--- config.mk ---
export PLATFORM = sky130hd
export DESIGN_NAME = css_sequencer
export DESIGN_NICKNAME = d
export VERILOG_FILES = /design/src/inc/css_pkg.sv /design/src/css_sequencer.sv
export VERILOG_INCLUDE_DIRS = /design/src /design/src/inc
export SDC_FILE = /design/constraint.sdc
export NUM_CORES = 1
export LEC_CHECK = 0
export ABC_AREA = 1
export BUFFER_PORTS_ARGS = -buffer_cell sky130_fd_sc_hd__buf_2
export CELL_PAD_IN_SITES_DETAIL_PLACEMENT = 1
export CELL_PAD_IN_SITES_GLOBAL_PLACEMENT = 2
export CORE_MARGIN = 4
export CORE_UTILIZATION = 35
export DETAILED_ROUTE_END_ITERATION = 16
export GPL_TIMING_DRIVEN = 0
export PLACE_DENSITY = 0.93
export SLEW_MARGIN = 40
export SYNTH_ARGS = -nofsm -noshare
export SYNTH_HDL_FRONTEND = slang
export SYNTH_SLANG_ARGS = --single-unit
--- constraint.sdc ---
create_clock -name sys_clk -period 2.3 [get_ports sys_clk]
set_input_delay 0.115 -clock sys_clk [delete_from_list [all_inputs] [get_ports sys_clk]]
set_output_delay 0.115 -clock sys_clk [all_outputs]
set_load 0.05 [all_outputs]
--- src/inc/css_regs.svh ---
// register offsets, field values, reset values and timing counts
`ifndef CSS_REGS_SVH
`define CSS_REGS_SVH

`define CSS_ADDR_W 8
`define CSS_REG_INIT 8'h00
`define CSS_REG_PLL 8'h04
`define CSS_REG_DIV 8'h08
`define CSS_REG_LINK 8'h0C
`define CSS_REG_CAL 8'h10
`define CSS_REG_TRIG 8'h14
`define CSS_REG_AUX 8'h18
`define CSS_REG_OVR 8'h1C
`define CSS_REG_STAT 8'h20

`define CSS_OSC_BIAS_RST 8'h00
`define CSS_OSC_BIAS_NOM 8'h4A
`define CSS_AUX_DIV32 8'h81
`define CSS_AUX_DIV_N 32
`define CSS_PLL_RST 32'h0000_0001
`define CSS_INIT_CYCLES 16
`define CSS_TRIM_CYCLES 64
`define CSS_LOCK_CYCLES 64
`define CSS_FG_CAL_CYCLES 256

`endif

--- src/inc/css_pkg.sv ---
// types for the converter start-up sequencer
package css_pkg;
	typedef enum logic [3:0] {
		CSS_CAL_IDLE = 4'b0001,
		CSS_CAL_WAIT = 4'b0010,
		CSS_CAL_RUN = 4'b0100,
		CSS_CAL_DONE = 4'b1000
	} css_cal_state_t;
endpackage : css_pkg

--- src/css_sequencer.sv ---
// start-up and calibration sequencer with wishbone register slave
//
// Contract
// - clearing pll hold starts trim, enables pll
// - clearing link enable halts link engine
// - clearing cal enable halts cal engine
// - aux control 0x81 gives lane rate/32
// - setting link enable restarts link engine
// - software trigger rising edge starts calibration when background cal is clear
// - pin trigger rising edge starts calibration when background cal is clear
// - completion raises status pin and done bit
// - sync used only in 8b/10b modes
`timescale 1ns/100ps
`include "css_regs.svh"

module css_sequencer #(
	parameter int INIT_CYCLES = `CSS_INIT_CYCLES,
	parameter int TRIM_CYCLES = `CSS_TRIM_CYCLES,
	parameter int LOCK_CYCLES = `CSS_LOCK_CYCLES,
	parameter int CAL_CYCLES = `CSS_FG_CAL_CYCLES
) (
	input wire logic sys_clk,
	input wire logic rst_n,
	input wire logic wb_cyc_i,
	input wire logic wb_stb_i,
	input wire logic wb_we_i,
	input wire logic [7:0] wb_adr_i,
	input wire logic [3:0] wb_sel_i,
	input wire logic [31:0] wb_dat_i,
	output logic [31:0] wb_dat_o,
	output logic wb_ack_o,
	input wire logic pll_enable_strap,
	input wire logic cal_trigger_pin,
	input wire logic sync_single_ended_pin,
	input wire logic timestamp_pair,
	input wire logic lane_clk_en,
	output logic cal_status_pin,
	output logic aux_diff_clock_output,
	output logic link_run,
	output logic link_sync_req,
	output logic pll_run,
	output logic cal_run
);
	logic [5:0] init_cnt;
	logic init_done;
	logic converter_pll_hold;
	logic osc_autotrim_enable;
	logic [7:0] osc_bias_field;
	logic [7:0] osc_trim_field;
	logic [23:0] pll_div;
	logic serial_link_enable;
	logic [4:0] link_mode_select;
	logic [7:0] multiframe_len_minus_one;
	logic sync_sel;
	logic cal_engine_enable;
	logic cal_background;
	logic cal_offset_en;
	logic cal_software_trigger;
	logic cal_pin_trigger_enable;
	logic [7:0] aux_diff_clock_control;
	logic overrange_enable;
	logic osc_trim_complete_flag;
	logic converter_pll_lock_flag;
	logic foreground_cal_complete;
	logic [15:0] pll_cnt;
	logic [15:0] cal_cnt;
	logic [4:0] aux_div;
	logic trig_s1;
	logic trig_s2;
	logic trig_d;
	logic sync_a1;
	logic sync_a2;
	logic sync_b1;
	logic sync_b2;
	logic sw_trig_d;
	css_pkg::css_cal_state_t cal_state;
	css_pkg::css_cal_state_t next_cal_state;

	// bus decode
	wire bus_req = wb_cyc_i & wb_stb_i & ~wb_ack_o;
	wire wr = bus_req & wb_we_i & wb_sel_i[0];
	wire wr_hi = bus_req & wb_we_i & (&wb_sel_i[2:1]);
	wire wr_init = wr & (wb_adr_i == `CSS_REG_INIT);
	wire wr_pll = wr & (wb_adr_i == `CSS_REG_PLL);
	wire wr_div = wr_hi & wb_sel_i[0] & (wb_adr_i == `CSS_REG_DIV);
	wire wr_link = wr & (wb_adr_i == `CSS_REG_LINK);
	wire wr_cal = wr & (wb_adr_i == `CSS_REG_CAL);
	wire wr_trig = wr & (wb_adr_i == `CSS_REG_TRIG);
	wire wr_aux = wr & (wb_adr_i == `CSS_REG_AUX);
	wire wr_ovr = wr & (wb_adr_i == `CSS_REG_OVR);
	wire mode_8b10b = link_mode_select[4];
	// pin trigger rising edge
	wire pin_rise = cal_pin_trigger_enable & trig_s2 & ~trig_d;
	// software trigger rising edge
	wire sw_rise = cal_software_trigger & ~sw_trig_d;
	wire cal_start = (pin_rise | sw_rise) & ~cal_background;

	logic [31:0] rd_mux;
	always_comb
	begin
		case (wb_adr_i)
			`CSS_REG_INIT: rd_mux = {31'h0000_0000, init_done};
			`CSS_REG_PLL: rd_mux = {8'h00, osc_trim_field, osc_bias_field,
				6'h00, osc_autotrim_enable, converter_pll_hold};
			`CSS_REG_DIV: rd_mux = {8'h00, pll_div};
			`CSS_REG_LINK: rd_mux = {16'h0000, multiframe_len_minus_one,
				1'b0, sync_sel, link_mode_select, serial_link_enable};
			`CSS_REG_CAL: rd_mux = {28'h000_0000, cal_offset_en,
				cal_background, 1'b0, cal_engine_enable};
			`CSS_REG_TRIG: rd_mux = {30'h0000_0000, cal_pin_trigger_enable,
				cal_software_trigger};
			`CSS_REG_AUX: rd_mux = {24'h00_0000, aux_diff_clock_control};
			`CSS_REG_OVR: rd_mux = {31'h0000_0000, overrange_enable};
			`CSS_REG_STAT: rd_mux = {29'h0000_0000, foreground_cal_complete,
				converter_pll_lock_flag, osc_trim_complete_flag};
			default: rd_mux = 32'h0000_0000;
		endcase
	end

	always_ff @(posedge sys_clk)
	begin
		if (!rst_n)
		begin
			wb_ack_o <= 1'b0;
			wb_dat_o <= 32'h0000_0000;
		end
		else
		begin
			wb_ack_o <= bus_req;
			wb_dat_o <= bus_req ? rd_mux : 32'h0000_0000;
		end
	end

	// init counter, restarted by software reset write
	always_ff @(posedge sys_clk)
	begin
		if (!rst_n || (wr_init && wb_dat_i[0]))
		begin
			init_cnt <= 6'h00;
			init_done <= 1'b0;
		end
		else if (init_cnt == 6'(INIT_CYCLES - 1))
			init_done <= 1'b1;
		else
			init_cnt <= init_cnt + 6'h01;
	end

	always_ff @(posedge sys_clk)
	begin
		if (!rst_n || (wr_init && wb_dat_i[0]))
		begin
			converter_pll_hold <= 1'b1;
			osc_autotrim_enable <= 1'b1;
			osc_bias_field <= `CSS_OSC_BIAS_RST;
			osc_trim_field <= 8'h00;
			pll_div <= 24'h00_0000;
			serial_link_enable <= 1'b1;
			link_mode_select <= 5'h00;
			multiframe_len_minus_one <= 8'h00;
			sync_sel <= 1'b0;
			cal_engine_enable <= 1'b1;
			cal_background <= 1'b0;
			cal_offset_en <= 1'b0;
			cal_software_trigger <= 1'b0;
			cal_pin_trigger_enable <= 1'b0;
			aux_diff_clock_control <= 8'h00;
			overrange_enable <= 1'b0;
		end
		else
		begin
			if (wr_pll)
			begin
				converter_pll_hold <= wb_dat_i[0];
				osc_autotrim_enable <= wb_dat_i[1];
				osc_bias_field <= wb_dat_i[15:8];
				osc_trim_field <= wb_dat_i[23:16];
			end
			if (wr_div)
				pll_div <= wb_dat_i[23:0];
			if (wr_link)
			begin
				serial_link_enable <= wb_dat_i[0];
				// mode and K-1 change only while halted
				if (!serial_link_enable)
				begin
					link_mode_select <= wb_dat_i[5:1];
					sync_sel <= wb_dat_i[6];
					multiframe_len_minus_one <= wb_dat_i[15:8];
				end
			end
			if (wr_cal)
			begin
				cal_engine_enable <= wb_dat_i[0];
				if (!cal_engine_enable)
				begin
					cal_background <= wb_dat_i[2];
					cal_offset_en <= wb_dat_i[3];
				end
			end
			if (wr_trig)
			begin
				cal_software_trigger <= wb_dat_i[0];
				cal_pin_trigger_enable <= wb_dat_i[1];
			end
			if (wr_aux)
				aux_diff_clock_control <= wb_dat_i[7:0];
			if (wr_ovr)
				overrange_enable <= wb_dat_i[0];
		end
	end

	always_ff @(posedge sys_clk)
	begin
		if (!rst_n || converter_pll_hold || !pll_enable_strap)
		begin
			pll_cnt <= 16'h0000;
			osc_trim_complete_flag <= 1'b0;
			converter_pll_lock_flag <= 1'b0;
		end
		else
		begin
			if (pll_cnt != 16'hFFFF)
				pll_cnt <= pll_cnt + 16'h0001;
			if (pll_cnt == 16'(TRIM_CYCLES - 1) || !osc_autotrim_enable)
				osc_trim_complete_flag <= 1'b1;
			if (pll_cnt == 16'(TRIM_CYCLES + LOCK_CYCLES - 1))
				converter_pll_lock_flag <= 1'b1;
		end
	end

	always_ff @(posedge sys_clk)
	begin
		if (!rst_n)
		begin
			trig_s1 <= 1'b0;
			trig_s2 <= 1'b0;
			trig_d <= 1'b0;
			sync_a1 <= 1'b1;
			sync_a2 <= 1'b1;
			sync_b1 <= 1'b1;
			sync_b2 <= 1'b1;
			sw_trig_d <= 1'b0;
		end
		else
		begin
			trig_s1 <= cal_trigger_pin;
			trig_s2 <= trig_s1;
			trig_d <= trig_s2;
			sync_a1 <= sync_single_ended_pin;
			sync_a2 <= sync_a1;
			sync_b1 <= timestamp_pair;
			sync_b2 <= sync_b1;
			sw_trig_d <= cal_software_trigger;
		end
	end

	always_comb
	begin
		next_cal_state = cal_state;
		case (cal_state)
			css_pkg::CSS_CAL_IDLE:
				next_cal_state = css_pkg::CSS_CAL_WAIT;
			css_pkg::CSS_CAL_WAIT:
				if (cal_start)
					next_cal_state = css_pkg::CSS_CAL_RUN;
			css_pkg::CSS_CAL_RUN:
				if (cal_cnt == 16'(CAL_CYCLES - 1))
					next_cal_state = css_pkg::CSS_CAL_DONE;
			css_pkg::CSS_CAL_DONE:
				if (cal_start)
					next_cal_state = css_pkg::CSS_CAL_RUN;
			default:
				next_cal_state = css_pkg::CSS_CAL_IDLE;
		endcase
	end

	always_ff @(posedge sys_clk)
	begin
		if (!rst_n || !cal_engine_enable)
		begin
			cal_state <= css_pkg::CSS_CAL_IDLE;
			cal_cnt <= 16'h0000;
			foreground_cal_complete <= 1'b0;
			cal_status_pin <= 1'b0;
		end
		else
		begin
			cal_state <= next_cal_state;
			cal_cnt <= (cal_state == css_pkg::CSS_CAL_RUN) ?
				cal_cnt + 16'h0001 : 16'h0000;
			if (next_cal_state == css_pkg::CSS_CAL_DONE)
			begin
				foreground_cal_complete <= 1'b1;
				cal_status_pin <= 1'b1;
			end
			else if (next_cal_state == css_pkg::CSS_CAL_RUN)
			begin
				foreground_cal_complete <= 1'b0;
				cal_status_pin <= 1'b0;
			end
		end
	end

	// aux clock divide by 32 of lane rate
	always_ff @(posedge sys_clk)
	begin
		if (!rst_n || aux_diff_clock_control != `CSS_AUX_DIV32)
		begin
			aux_div <= 5'h00;
			aux_diff_clock_output <= 1'b0;
		end
		else if (lane_clk_en)
		begin
			aux_div <= aux_div + 5'h01;
			if (aux_div == 5'(`CSS_AUX_DIV_N / 2 - 1) || aux_div == 5'h1F)
				aux_diff_clock_output <= ~aux_diff_clock_output;
		end
	end

	always_ff @(posedge sys_clk)
	begin
		if (!rst_n)
		begin
			link_run <= 1'b0;
			link_sync_req <= 1'b0;
			pll_run <= 1'b0;
			cal_run <= 1'b0;
		end
		else
		begin
			link_run <= serial_link_enable & init_done;
			link_sync_req <= serial_link_enable & mode_8b10b &
				~(sync_sel ? sync_b2 : sync_a2);
			pll_run <= pll_enable_strap & ~converter_pll_hold;
			cal_run <= cal_state == css_pkg::CSS_CAL_RUN;
		end
	end
endmodule : css_sequencer

Yosys cells after proc, flatten, opt, wreduce, memory -nomap -nowiden
Index checks and enable logic that the tools add are counted.
{"block": "word_totals", "elab_cells": 127, "input_bits": 54, "register_bits": 168}
{"block": "classes", "add_sub_neg": 4, "reduce_logical": 21, "n_bitwise": 33, "mux": 7, "eq_ne": 22}
{"operator": "$pmux W24 S9", "n": 1}
{"operator": "$add A16 B1 Y16 const B", "n": 2}
{"operator": "$eq A8 B5 Y1 const B", "n": 4}
{"operator": "$and A1 B1 Y1", "n": 22}
{"operator": "$eq A16 B6 Y1 const B", "n": 1}
{"operator": "$eq A16 B7 Y1 const B", "n": 1}
{"operator": "$eq A16 B8 Y1 const B", "n": 1}
{"operator": "$eq A8 B4 Y1 const B", "n": 2}
{"operator": "$ne A16 B16 Y1 const B", "n": 1}
{"operator": "$pmux W4 S3", "n": 1}
{"operator": "$not A1 Y1", "n": 10}
{"operator": "$reduce_and A2 Y1", "n": 5}
{"operator": "$eq A4 B3 Y1 const B", "n": 2}
{"operator": "$eq A4 B4 Y1 const B", "n": 2}
{"operator": "$eq A8 B3 Y1 const B", "n": 1}
{"operator": "$eq A8 B6 Y1 const B", "n": 1}
{"operator": "$logic_not A8 Y1", "n": 1}
{"operator": "$mux W4", "n": 2}
{"operator": "$ne A8 B8 Y1 const B", "n": 1}
{"operator": "$logic_or A1 B1 Y1", "n": 7}
{"operator": "$add A6 B1 Y6 const B", "n": 1}
{"operator": "$eq A6 B4 Y1 const B", "n": 1}
{"operator": "$add A5 B1 Y5 const B", "n": 1}
{"operator": "$eq A5 B4 Y1 const B", "n": 1}
{"operator": "other kinds (9)", "n": 15}

Longest topological paths before layout
Gate-level depths: netlist of run 1.
{"block": "depth", "word_depth": 9, "ltp_mapped": 10, "ltp_nobuf": 9}

Least setup slack after synthesis of run 1
No wires, ideal clock.
{"block": "synth_path", "kind": "register -> register", "startpoint": "register wb_ack_o", "endpoint": "register pll_div[14]", "required_time_ps": 2180, "path_stages_with_launch": 10, "synth_period_minus_slack_ps": 1579, "n_path_buf": 1, "setup_time_ps": 120, "path_slack_ps": 721, "arrival_ps": 1459, "cell_sequence": "dfxtp_1 > inv_1 > nand3_2 > nor2_4 > inv_2 > nor2_4 > nand2_2 > buf_2 > nand2_1 > a21oi_1"}
{"block": "synth_between", "elab_chain_len": 7, "elab_cells_between_ends": 10}
{"item": "from (decl)", "line_no": "css_sequencer.sv:31", "source": "output logic wb_ack_o,"}
{"item": "from (signal assigned)", "line_no": "css_sequencer.sv:129", "source": "wb_ack_o <= bus_req;"}
{"item": "$not A1 Y1 *", "line_no": "css_sequencer.sv:80", "source": "wire bus_req = wb_cyc_i & wb_stb_i & ~wb_ack_o;"}
{"item": "$and A1 B1 Y1 *", "line_no": "css_sequencer.sv:80"}
{"item": "$and A1 B1 Y1 *", "line_no": "css_sequencer.sv:81, css_sequencer.sv:82"}
{"item": "$and A1 B1 Y1", "line_no": "css_sequencer.sv:81", "source": "wire wr = bus_req & wb_we_i & wb_sel_i[0];"}
{"item": "$and A1 B1 Y1", "line_no": "css_sequencer.sv:83", "source": "wire wr_init = wr & (wb_adr_i == `CSS_REG_INIT);"}
{"item": "$logic_and A1 B1 Y1", "line_no": "css_sequencer.sv:150", "source": "if (!rst_n || (wr_init && wb_dat_i[0]))"}
{"item": "$logic_or A1 B1 Y1", "line_no": "css_sequencer.sv:150"}
{"item": "to (signal assigned)", "line_no": "css_sequencer.sv:179", "source": "pll_div <= wb_dat_i[23:0];"}
{"item": "to (decl)", "line_no": "css_sequencer.sv:50", "source": "logic [23:0] pll_div;"}
Every way passes the cells marked *; elsewhere a longest branch is shown, timed or not.
A chain may end at the register's enable or synchronous reset.

Final worst setup path of run 1
{"block": "layout_path", "startpoint": "register pll_cnt[0]", "endpoint": "register pll_cnt[13]"}
{"block": "layout_between", "elab_chain_len": 1, "elab_cells_between_ends": 2}
{"item": "from (decl)", "line_no": "css_sequencer.sv:65", "source": "logic [15:0] pll_cnt;"}
{"item": "from (signal assigned)", "line_no": "css_sequencer.sv:223", "source": "pll_cnt <= pll_cnt + 16'h0001;"}
{"item": "$add A16 B1 Y16 or $ne A16 B16 Y1 (tied branches)", "line_no": "css_sequencer.sv:223, css_sequencer.sv:222"}
Parallel ways exist; a longest one is shown, timed or not.

==> flow_summary.yaml, run 1 <==
cts:
  htreeDepth: 4
  cts_root_buf: "clkbuf_16"
  cts_resized: 0
  cts_buffers: 17
  clock_path_buffers: 2
  insertion_delay_ps: 430
  cts_sinks: 160
  cts_tree: "built"
  clkTransAtPathRegs_ps: 70
synth:
  synth_area_leader_cell: "dfxtp_1"
  synth.cell_area_mm2: 0.006919
  yosys_warnings: 0
  synth.ff_latch_count: 160
  syn_inst: 949
  synth-seq-area-share: 0.4629
  syn_avg_cell_area_um2: 7.291
  yosys-top-cells-area: "dfxtp_1 46%, nand2_1 13%, a21oi_1 6.0%"
  synth_top_area_frac: 0.4629
  synth.distinct_cells: 40
global_routing:
  grt_pass1_vias: 6802
  grt_usage: 0.1887
  grt_use_met1: 0.2486
  met2_usage: 0.3173
  grt_pass1_wl_um: 33570
  grt-busiest-layer: "met2"
  grt_overflow: 0
  grtUsageMet3: 0.03870
  antenna_found_initial: 0
  grt_max_degree: 17
worst_setup_path:
  critical_path.slowest_cell: "dfxtp_1"
  cp_cell_sequence: "ha_1 -> nand3_2 -> nor3_2 -> nand3b_1 -> buf_2 -> nand3_1 -> nand2_1 -> inv_1"
  critPathKind: "reg -> reg"
  endpoint_kind: "flip-flop"
  cp_data_required_time_ps: 2670
  start_kind: "flip-flop"
  cp_top_family: "simple AND/OR/NAND/NOR gates"
  slowest_delay_ps: 430
  crit_buf_inv: 2
  worstPathMaxFanout: 10
  arrival_ps: 2280
layout:
  final_nets: 1134
  drive_above_1_share: 0.1750
  area.growth.synth_to_final_pct: 23.04
  final_core_util: 0.4374
  n_antenna_cell: 0
  layout_commonest_cell: "nand2_1"
  final_cell_mix: "241 x nand2_1, 160 x dfxtp_1, 102 x nor2_1"
  final_cell_count_no_fill: 1351
sta:
  period_share: 0.8307
  rsz0062_at_grt: "false"
  setup_viol_count_final: 0
  post-route-min-period_ps: 1911
  fin_ws_ps: 389.3
  max_freq_mhz: 523.4
  worstMarginPinSlew_ps: 587.0
  slew_headroom: 0.6082
  hold_violations: 0
  maxSlewViolCount: 0
  setup_tns_ps: 0
  finClkSkew_ps: 9.235
placed_design:
  place_hpwl_um: 14380
  place.gp.congestion: 0.8002
  dpl.cell_count: 1294
  dp_slack_ps: 402.5
  io_buffer_count: 73
pwr:
  powerDensity_mw_per_mm2: 709.2
  ir_drop_v: 0.0004652
  power.leakage_nw: 3.562
  p_total_mw: 6.037
detailed_routing:
  vias: 6504
  wl_um: 20410
  drtAntennaViolNets: 0
  drt_iter0_drc: 356
  drc_errors: 0
  drtPass1Iterations: 5
  route.detailed.wl_per_inst_um: 15.10
  vias_per_cell: 4.814
hold_path:
  hold_class: "in -> reg"
floorplanning:
  fp.dieW_um: 148.6
  io_pins: 93
  die_y_um: 148.6
  core_mm2: 0.01946
  dieArea_mm2: 0.02208
  row_count: 51
  start_util: 0.3555
outcome:
  outcome: "finished clean"
job:
  max_cap_violations: 0
==> Yosys cell counts, drive strengths merged <==
library cell,n
nand4,15
and3,1
buf,35
o31ai,1
nor3b,1
o211ai,2
dfxtp,160
a31oi,8
nand3,76
nand2b,1
nor3,13
o21ai,38
nor4,3
ha,6
xnor2,5
nor2,126
clkbuf,1
a21oi,83
conb,1
or2,8
nand2,248
a211oi,3
clkinv,2
inv,105
xor2,6
nand3b,1
==> power breakdown <==
part | switching (mW) | internal [mW]
Sequential | 0.00930 | 2.79
Clock | 1.15 | 1.83
Combinational | 0.162 | 0.0992
Total | 1.32 | 4.72
==> layer usage <==
layer | wire length, um | share of wire
met1 | 9548 | 0.47
met2 | 9814 | 0.48
met3 | 833 | 0.041
met4 | 209 | 0.010
met5 | 0 | 0
==> stage by stage <==
step	hold slack, ps	instance area (um^2)
2_1_floorplan	212.6	6945
3_3_place_gp	301.2	7642
3_5_place_dp	306.9	7642
4_1_cts	24.07	8513
5_1_grt	45.71	8513
6_report	28.44	8513
==> worst reg2reg max path: stages, from the launching register on <==
cell and delay, ps:
dfxtp_1 430, ha_1 330, nand3_2 150, nor3_2 230, nand3b_1 230, buf_2 270, nand3_1 110, nand2_1 50
inv_1 50
==> registers in the layout, indices dropped and copies added, names as in the netlist, 6 cells and up <==
signal and count:
aux_diff_clock_control 8, cal_cnt 16, init_cnt 6, multiframe_len_minus_one 8
osc_bias_field 8, osc_trim_field 8, pll_cnt 16, pll_div 24
wb_dat_o 24
==> final cells by class <==
cell class                      instances  area (um^2)
Multi-Input combinational cell        653         3110
Clock inverter                         11        163.9
Buffer                                 36        226.5
Sequential cell                       160         3203
Inverter                              107        405.4
Clock buffer                           20        446.7
Fill cell                            2498        10950
Timing Repair Buffer                   99        625.6
Tap cell                              265        331.6
==> worst paths after layout <==
kind,start,to,slack (ps),cells past startpoint
max,pll_cnt[0],pll_cnt[13],390,8
min reg2reg,sync_b1,sync_b2,410,1
max reg2reg,pll_cnt[0],pll_cnt[13],390,8
min,rst_n,trig_s2,30,3
==> kinds of logic after synthesis <==
| logic type | Yosys count | synth area share |
|---|---|---|
| buffers and inverters | 143 | 0.09132 |
| flip-flops | 160 | 0.4629 |
| XOR/XNOR | 11 | 0.01392 |
| AO/OA/AOI/OAI | 135 | 0.1013 |
| adder cells (fa/ha/maj) | 6 | 0.01085 |
| AND/OR/NAND/NOR | 493 | 0.3192 |
| other | 1 | 0.0005420 |
==> repair_timing <==
| item | in CTS | in global routing |
|---|---|---|
| hold buffers | 26 | 0 |
| hold endpoints to repair | 58 | 0 |
| setup buffers | 0 | 0 |
(Power assumes the default switching activity.)
==> inputs of run 2 (changes only) <==
--- a/config.mk
+++ b/config.mk
@@ -6,15 +6,15 @@
 export SDC_FILE = /design/constraint.sdc
 export NUM_CORES = 1
 export LEC_CHECK = 0
-export ABC_AREA = 1
+export ABC_AREA = 0
 export BUFFER_PORTS_ARGS = -buffer_cell sky130_fd_sc_hd__buf_2
 export CELL_PAD_IN_SITES_DETAIL_PLACEMENT = 1
 export CELL_PAD_IN_SITES_GLOBAL_PLACEMENT = 2
 export CORE_MARGIN = 4
-export CORE_UTILIZATION = 35
+export CORE_UTILIZATION = 32
 export DETAILED_ROUTE_END_ITERATION = 16
 export GPL_TIMING_DRIVEN = 0
-export PLACE_DENSITY = 0.93
+export PLACE_DENSITY = 0.85
 export SLEW_MARGIN = 40
 export SYNTH_ARGS = -nofsm -noshare
 export SYNTH_HDL_FRONTEND = slang
==> constraint.sdc (replaced) <==
create_clock -name sys_clk -period 1.75 [get_ports sys_clk]
set_input_delay 0.0875 -clock sys_clk [delete_from_list [all_inputs] [get_ports sys_clk]]
set_output_delay 0.0875 -clock sys_clk [all_outputs]
set_load 0.05 [all_outputs]
==> flow_summary.yaml, run 2 <==
outcome:
  outcome: "finished with violations"
  violations: "negative setup slack"
sta:
  max_freq_mhz: 533.3
  post-route-min-period_ps: 1875
  slew_headroom: 0.4407
  maxSlewViolCount: 0
  hold_violations: 0
  setup_tns_ps: -2921
  worstMarginPinSlew_ps: 832.0
  period_share: 1.071
  fin_ws_ps: -125.0
  setup_viol_count_final: 56
  finClkSkew_ps: 6.552
  whs_ps: 43.16
  rsz0062_at_grt: "true"
floorplanning:
  dieArea_mm2: 0.02290
  core_mm2: 0.02023
  start_util: 0.3249
  fp.dieW_um: 151.3
  row_count: 52
  io_pins: 93
  die_y_um: 151.3
pwr:
  ir_drop_v: 0.0004108
  power.leakage_nw: 3.685
  powerDensity_mw_per_mm2: 885.9
  combPwrFrac: 0.059
  internal_power_mw: 6.053
  p_sw_mw: 1.731
  switching_share: 0.2224
  seqPwrFrac: 0.473
  p_clk_frac: 0.468
worst_setup_path:
  worstReg2RegEnd: "pll_div[15]"
  reg2reg_depth: 8
  crit_start: "wb_adr_i[4]"
  worstPathMaxFanout: 9
  endpoint_kind: "flip-flop"
  crit_end: "pll_div[15]"
  r2r_slack_ps: -90
  arrival_ps: 2190
  cp_data_required_time_ps: 2070
  start_kind: "primary input"
  critPathKind: "in -> reg"
  r2r_start: "wb_ack_o"
synth:
  synth_edf_count: 0
  syn_avg_cell_area_um2: 9.274
  synth_area_leader_cell: "dfxtp_1"
  ys_top_cells_by_count: "160 x dfxtp_1, 120 x nor2_1, 61 x mux2i_1"
  synth_top_area_frac: 0.4872
  synth.distinct_cells: 51
  synth.ff_latch_count: 160
  synth-seq-area-share: 0.4872
  yosys_warnings: 0
  synth.cell_area_mm2: 0.006575
  synth.most_common_cell: "dfxtp_1"
  yosys-top-cells-area: "dfxtp_1 49%, mux2i_1 9.3%, nor2_1 6.9%"
  synthFlopType: "dfxtp_1"
  syn_inst: 709
  ys_async_sr_fraction: 0
global_routing:
  antenna_found_initial: 0
  grt_overflow: 0
  grt_max_degree: 19
  grt_pass1_wl_um: 29810
  grt_pass1_vias: 5743
  grt_usage: 0.1674
cts:
  cts_buffers: 17
  cts_tree: "built"
  clock_path_buffers: 2
  clkTransAtPathRegs_ps: 60
  htreeDepth: 4
  cts_root_buf: "clkbuf_16"
  cts_sinks: 160
  insertion_delay_ps: 430
detailed_routing:
  routed-wl-met2_um: 9588
  highest_layer: "met4"
  route.detailed.wl_per_inst_um: 16.89
  drtPass1Iterations: 4
  vias: 5603
  wl_met3_um: 682
  vias_per_cell: 4.898
  wl_um: 19320
  drc_errors: 0
  drtAntennaViolNets: 0
  drt_iter0_drc: 291
  met1_length_um: 8759
layout:
  layout_commonest_cell: "dfxtp_1"
  final_cell_mix: "154 x dfxtp_1, 120 x nor2_1, 76 x buf_2"
  final_nets: 921
  area.growth.synth_to_final_pct: 33.64
  final_area_mm2: 0.008787
  drive_above_1_share: 0.2346
  n_antenna_cell: 0
  final_core_util: 0.4343
  reg_top3: "pll_div x24, wb_dat_o x24"
placed_design:
  place.gp.congestion: 0.8106
  dp_slack_ps: -627.8
  dpl_cell_area_mm2: 0.007320
  place_hpwl_um: 12520
  io_buffer_count: 72
hold_path:
  min_from: "wb_dat_i[1]"
  hold_class: "in -> reg"
job:
  max_cap_violations: 0
## run 2: cell types whose count changed in the layout (fill, tap and decap cells not counted), moves of 12 or more
cell,change
mux2i_1,+60
nand2_1,-187
nor2_1,+18
nand3_1,-50
a21oi_1,-55
buf_2,-16
nor2_2,-17
o21ai_0,-17
mux2_2,+12
a22oi_1,+21
inv_1,-90
## run 2: power by group through the flow
stage | registers, mW | logic (mW) | clock network [mW]
finish | 3.68 | 0.458 | 3.65
global route | 3.68 | 0.491 | 3.88
CTS | 3.68 | 0.393 | 3.74
detailed placement | 3.76 | 0.317 | 0
global placement | 3.76 | 0.316 | 0
floorplan | 3.76 | 0.179 | 0
## run 2: cell type report
type | count | area, um^2
fill | 2326 | 11450
multi-input combinational | 503 | 3224
sequential | 160 | 3216
timing repair buffer | 131 | 1037
clock buffer | 24 | 511.7
buffer | 40 | 354.1
tap | 270 | 337.8
clock inverter | 8 | 76.32
inverter | 8 | 30.03
## run 2: how the worst min path moves through the flow
| stage | end | slack, ps | cells after the start |
|---|---|---|---|
| finish | osc_autotrim_enable | 40 | 3 |
| floorplan | sync_a1 | 190 | 1 |
| global placement | sync_a1 | 270 | 2 |
| detailed placement | sync_b1 | 280 | 2 |
| CTS | osc_autotrim_enable | 8 | 3 |
| global route | osc_autotrim_enable | 40 | 3 |
## run 2: critical path, stage by stage
cell	delay [ps]
buf_2	130
or4_1	630
nor3_4	510
nand4_4	260
buf_12	200
buf_16	130
mux2i_1	180
nor2_1	60
## run 2: what timing repair did
action,CTS,global route
hold endpoints to repair,62,0
gates cloned,3,6
hold buffers,26,0
endpoints found under the setup margin,119,106
setup buffers,16,9
resized for setup,49,41
pin swaps,6,9
## run 2: stage by stage
step	std cells	total power, mW
after floorplan	716	3.937
after global placement	1058	4.075
after detailed placement	1058	4.077
after CTS	1134	7.816
after global routing	1144	8.051
final	1144	7.784
## run 2: layer usage
metal  vias to the layer above  track usage
met1                      2723       0.2102
li1                       2767            -
met5                         -            0
met3                        23      0.03381
met4                         0      0.05032
met2                        90       0.2892
## run 2: logic make-up (layout without fill, tap and decap cells)
logic type      Yosys count  in the layout  share of synthesized area
other cells               1              8                  0.0005703
buf+inv                  53            211                    0.04167
fa+ha+maj                 6              6                    0.01142
flops                   160            160                     0.4872
simple gates            303            303                     0.2295
compound gates           85             85                    0.07897
xor+xnor                 28             28                    0.03730
mux                      73             73                     0.1134
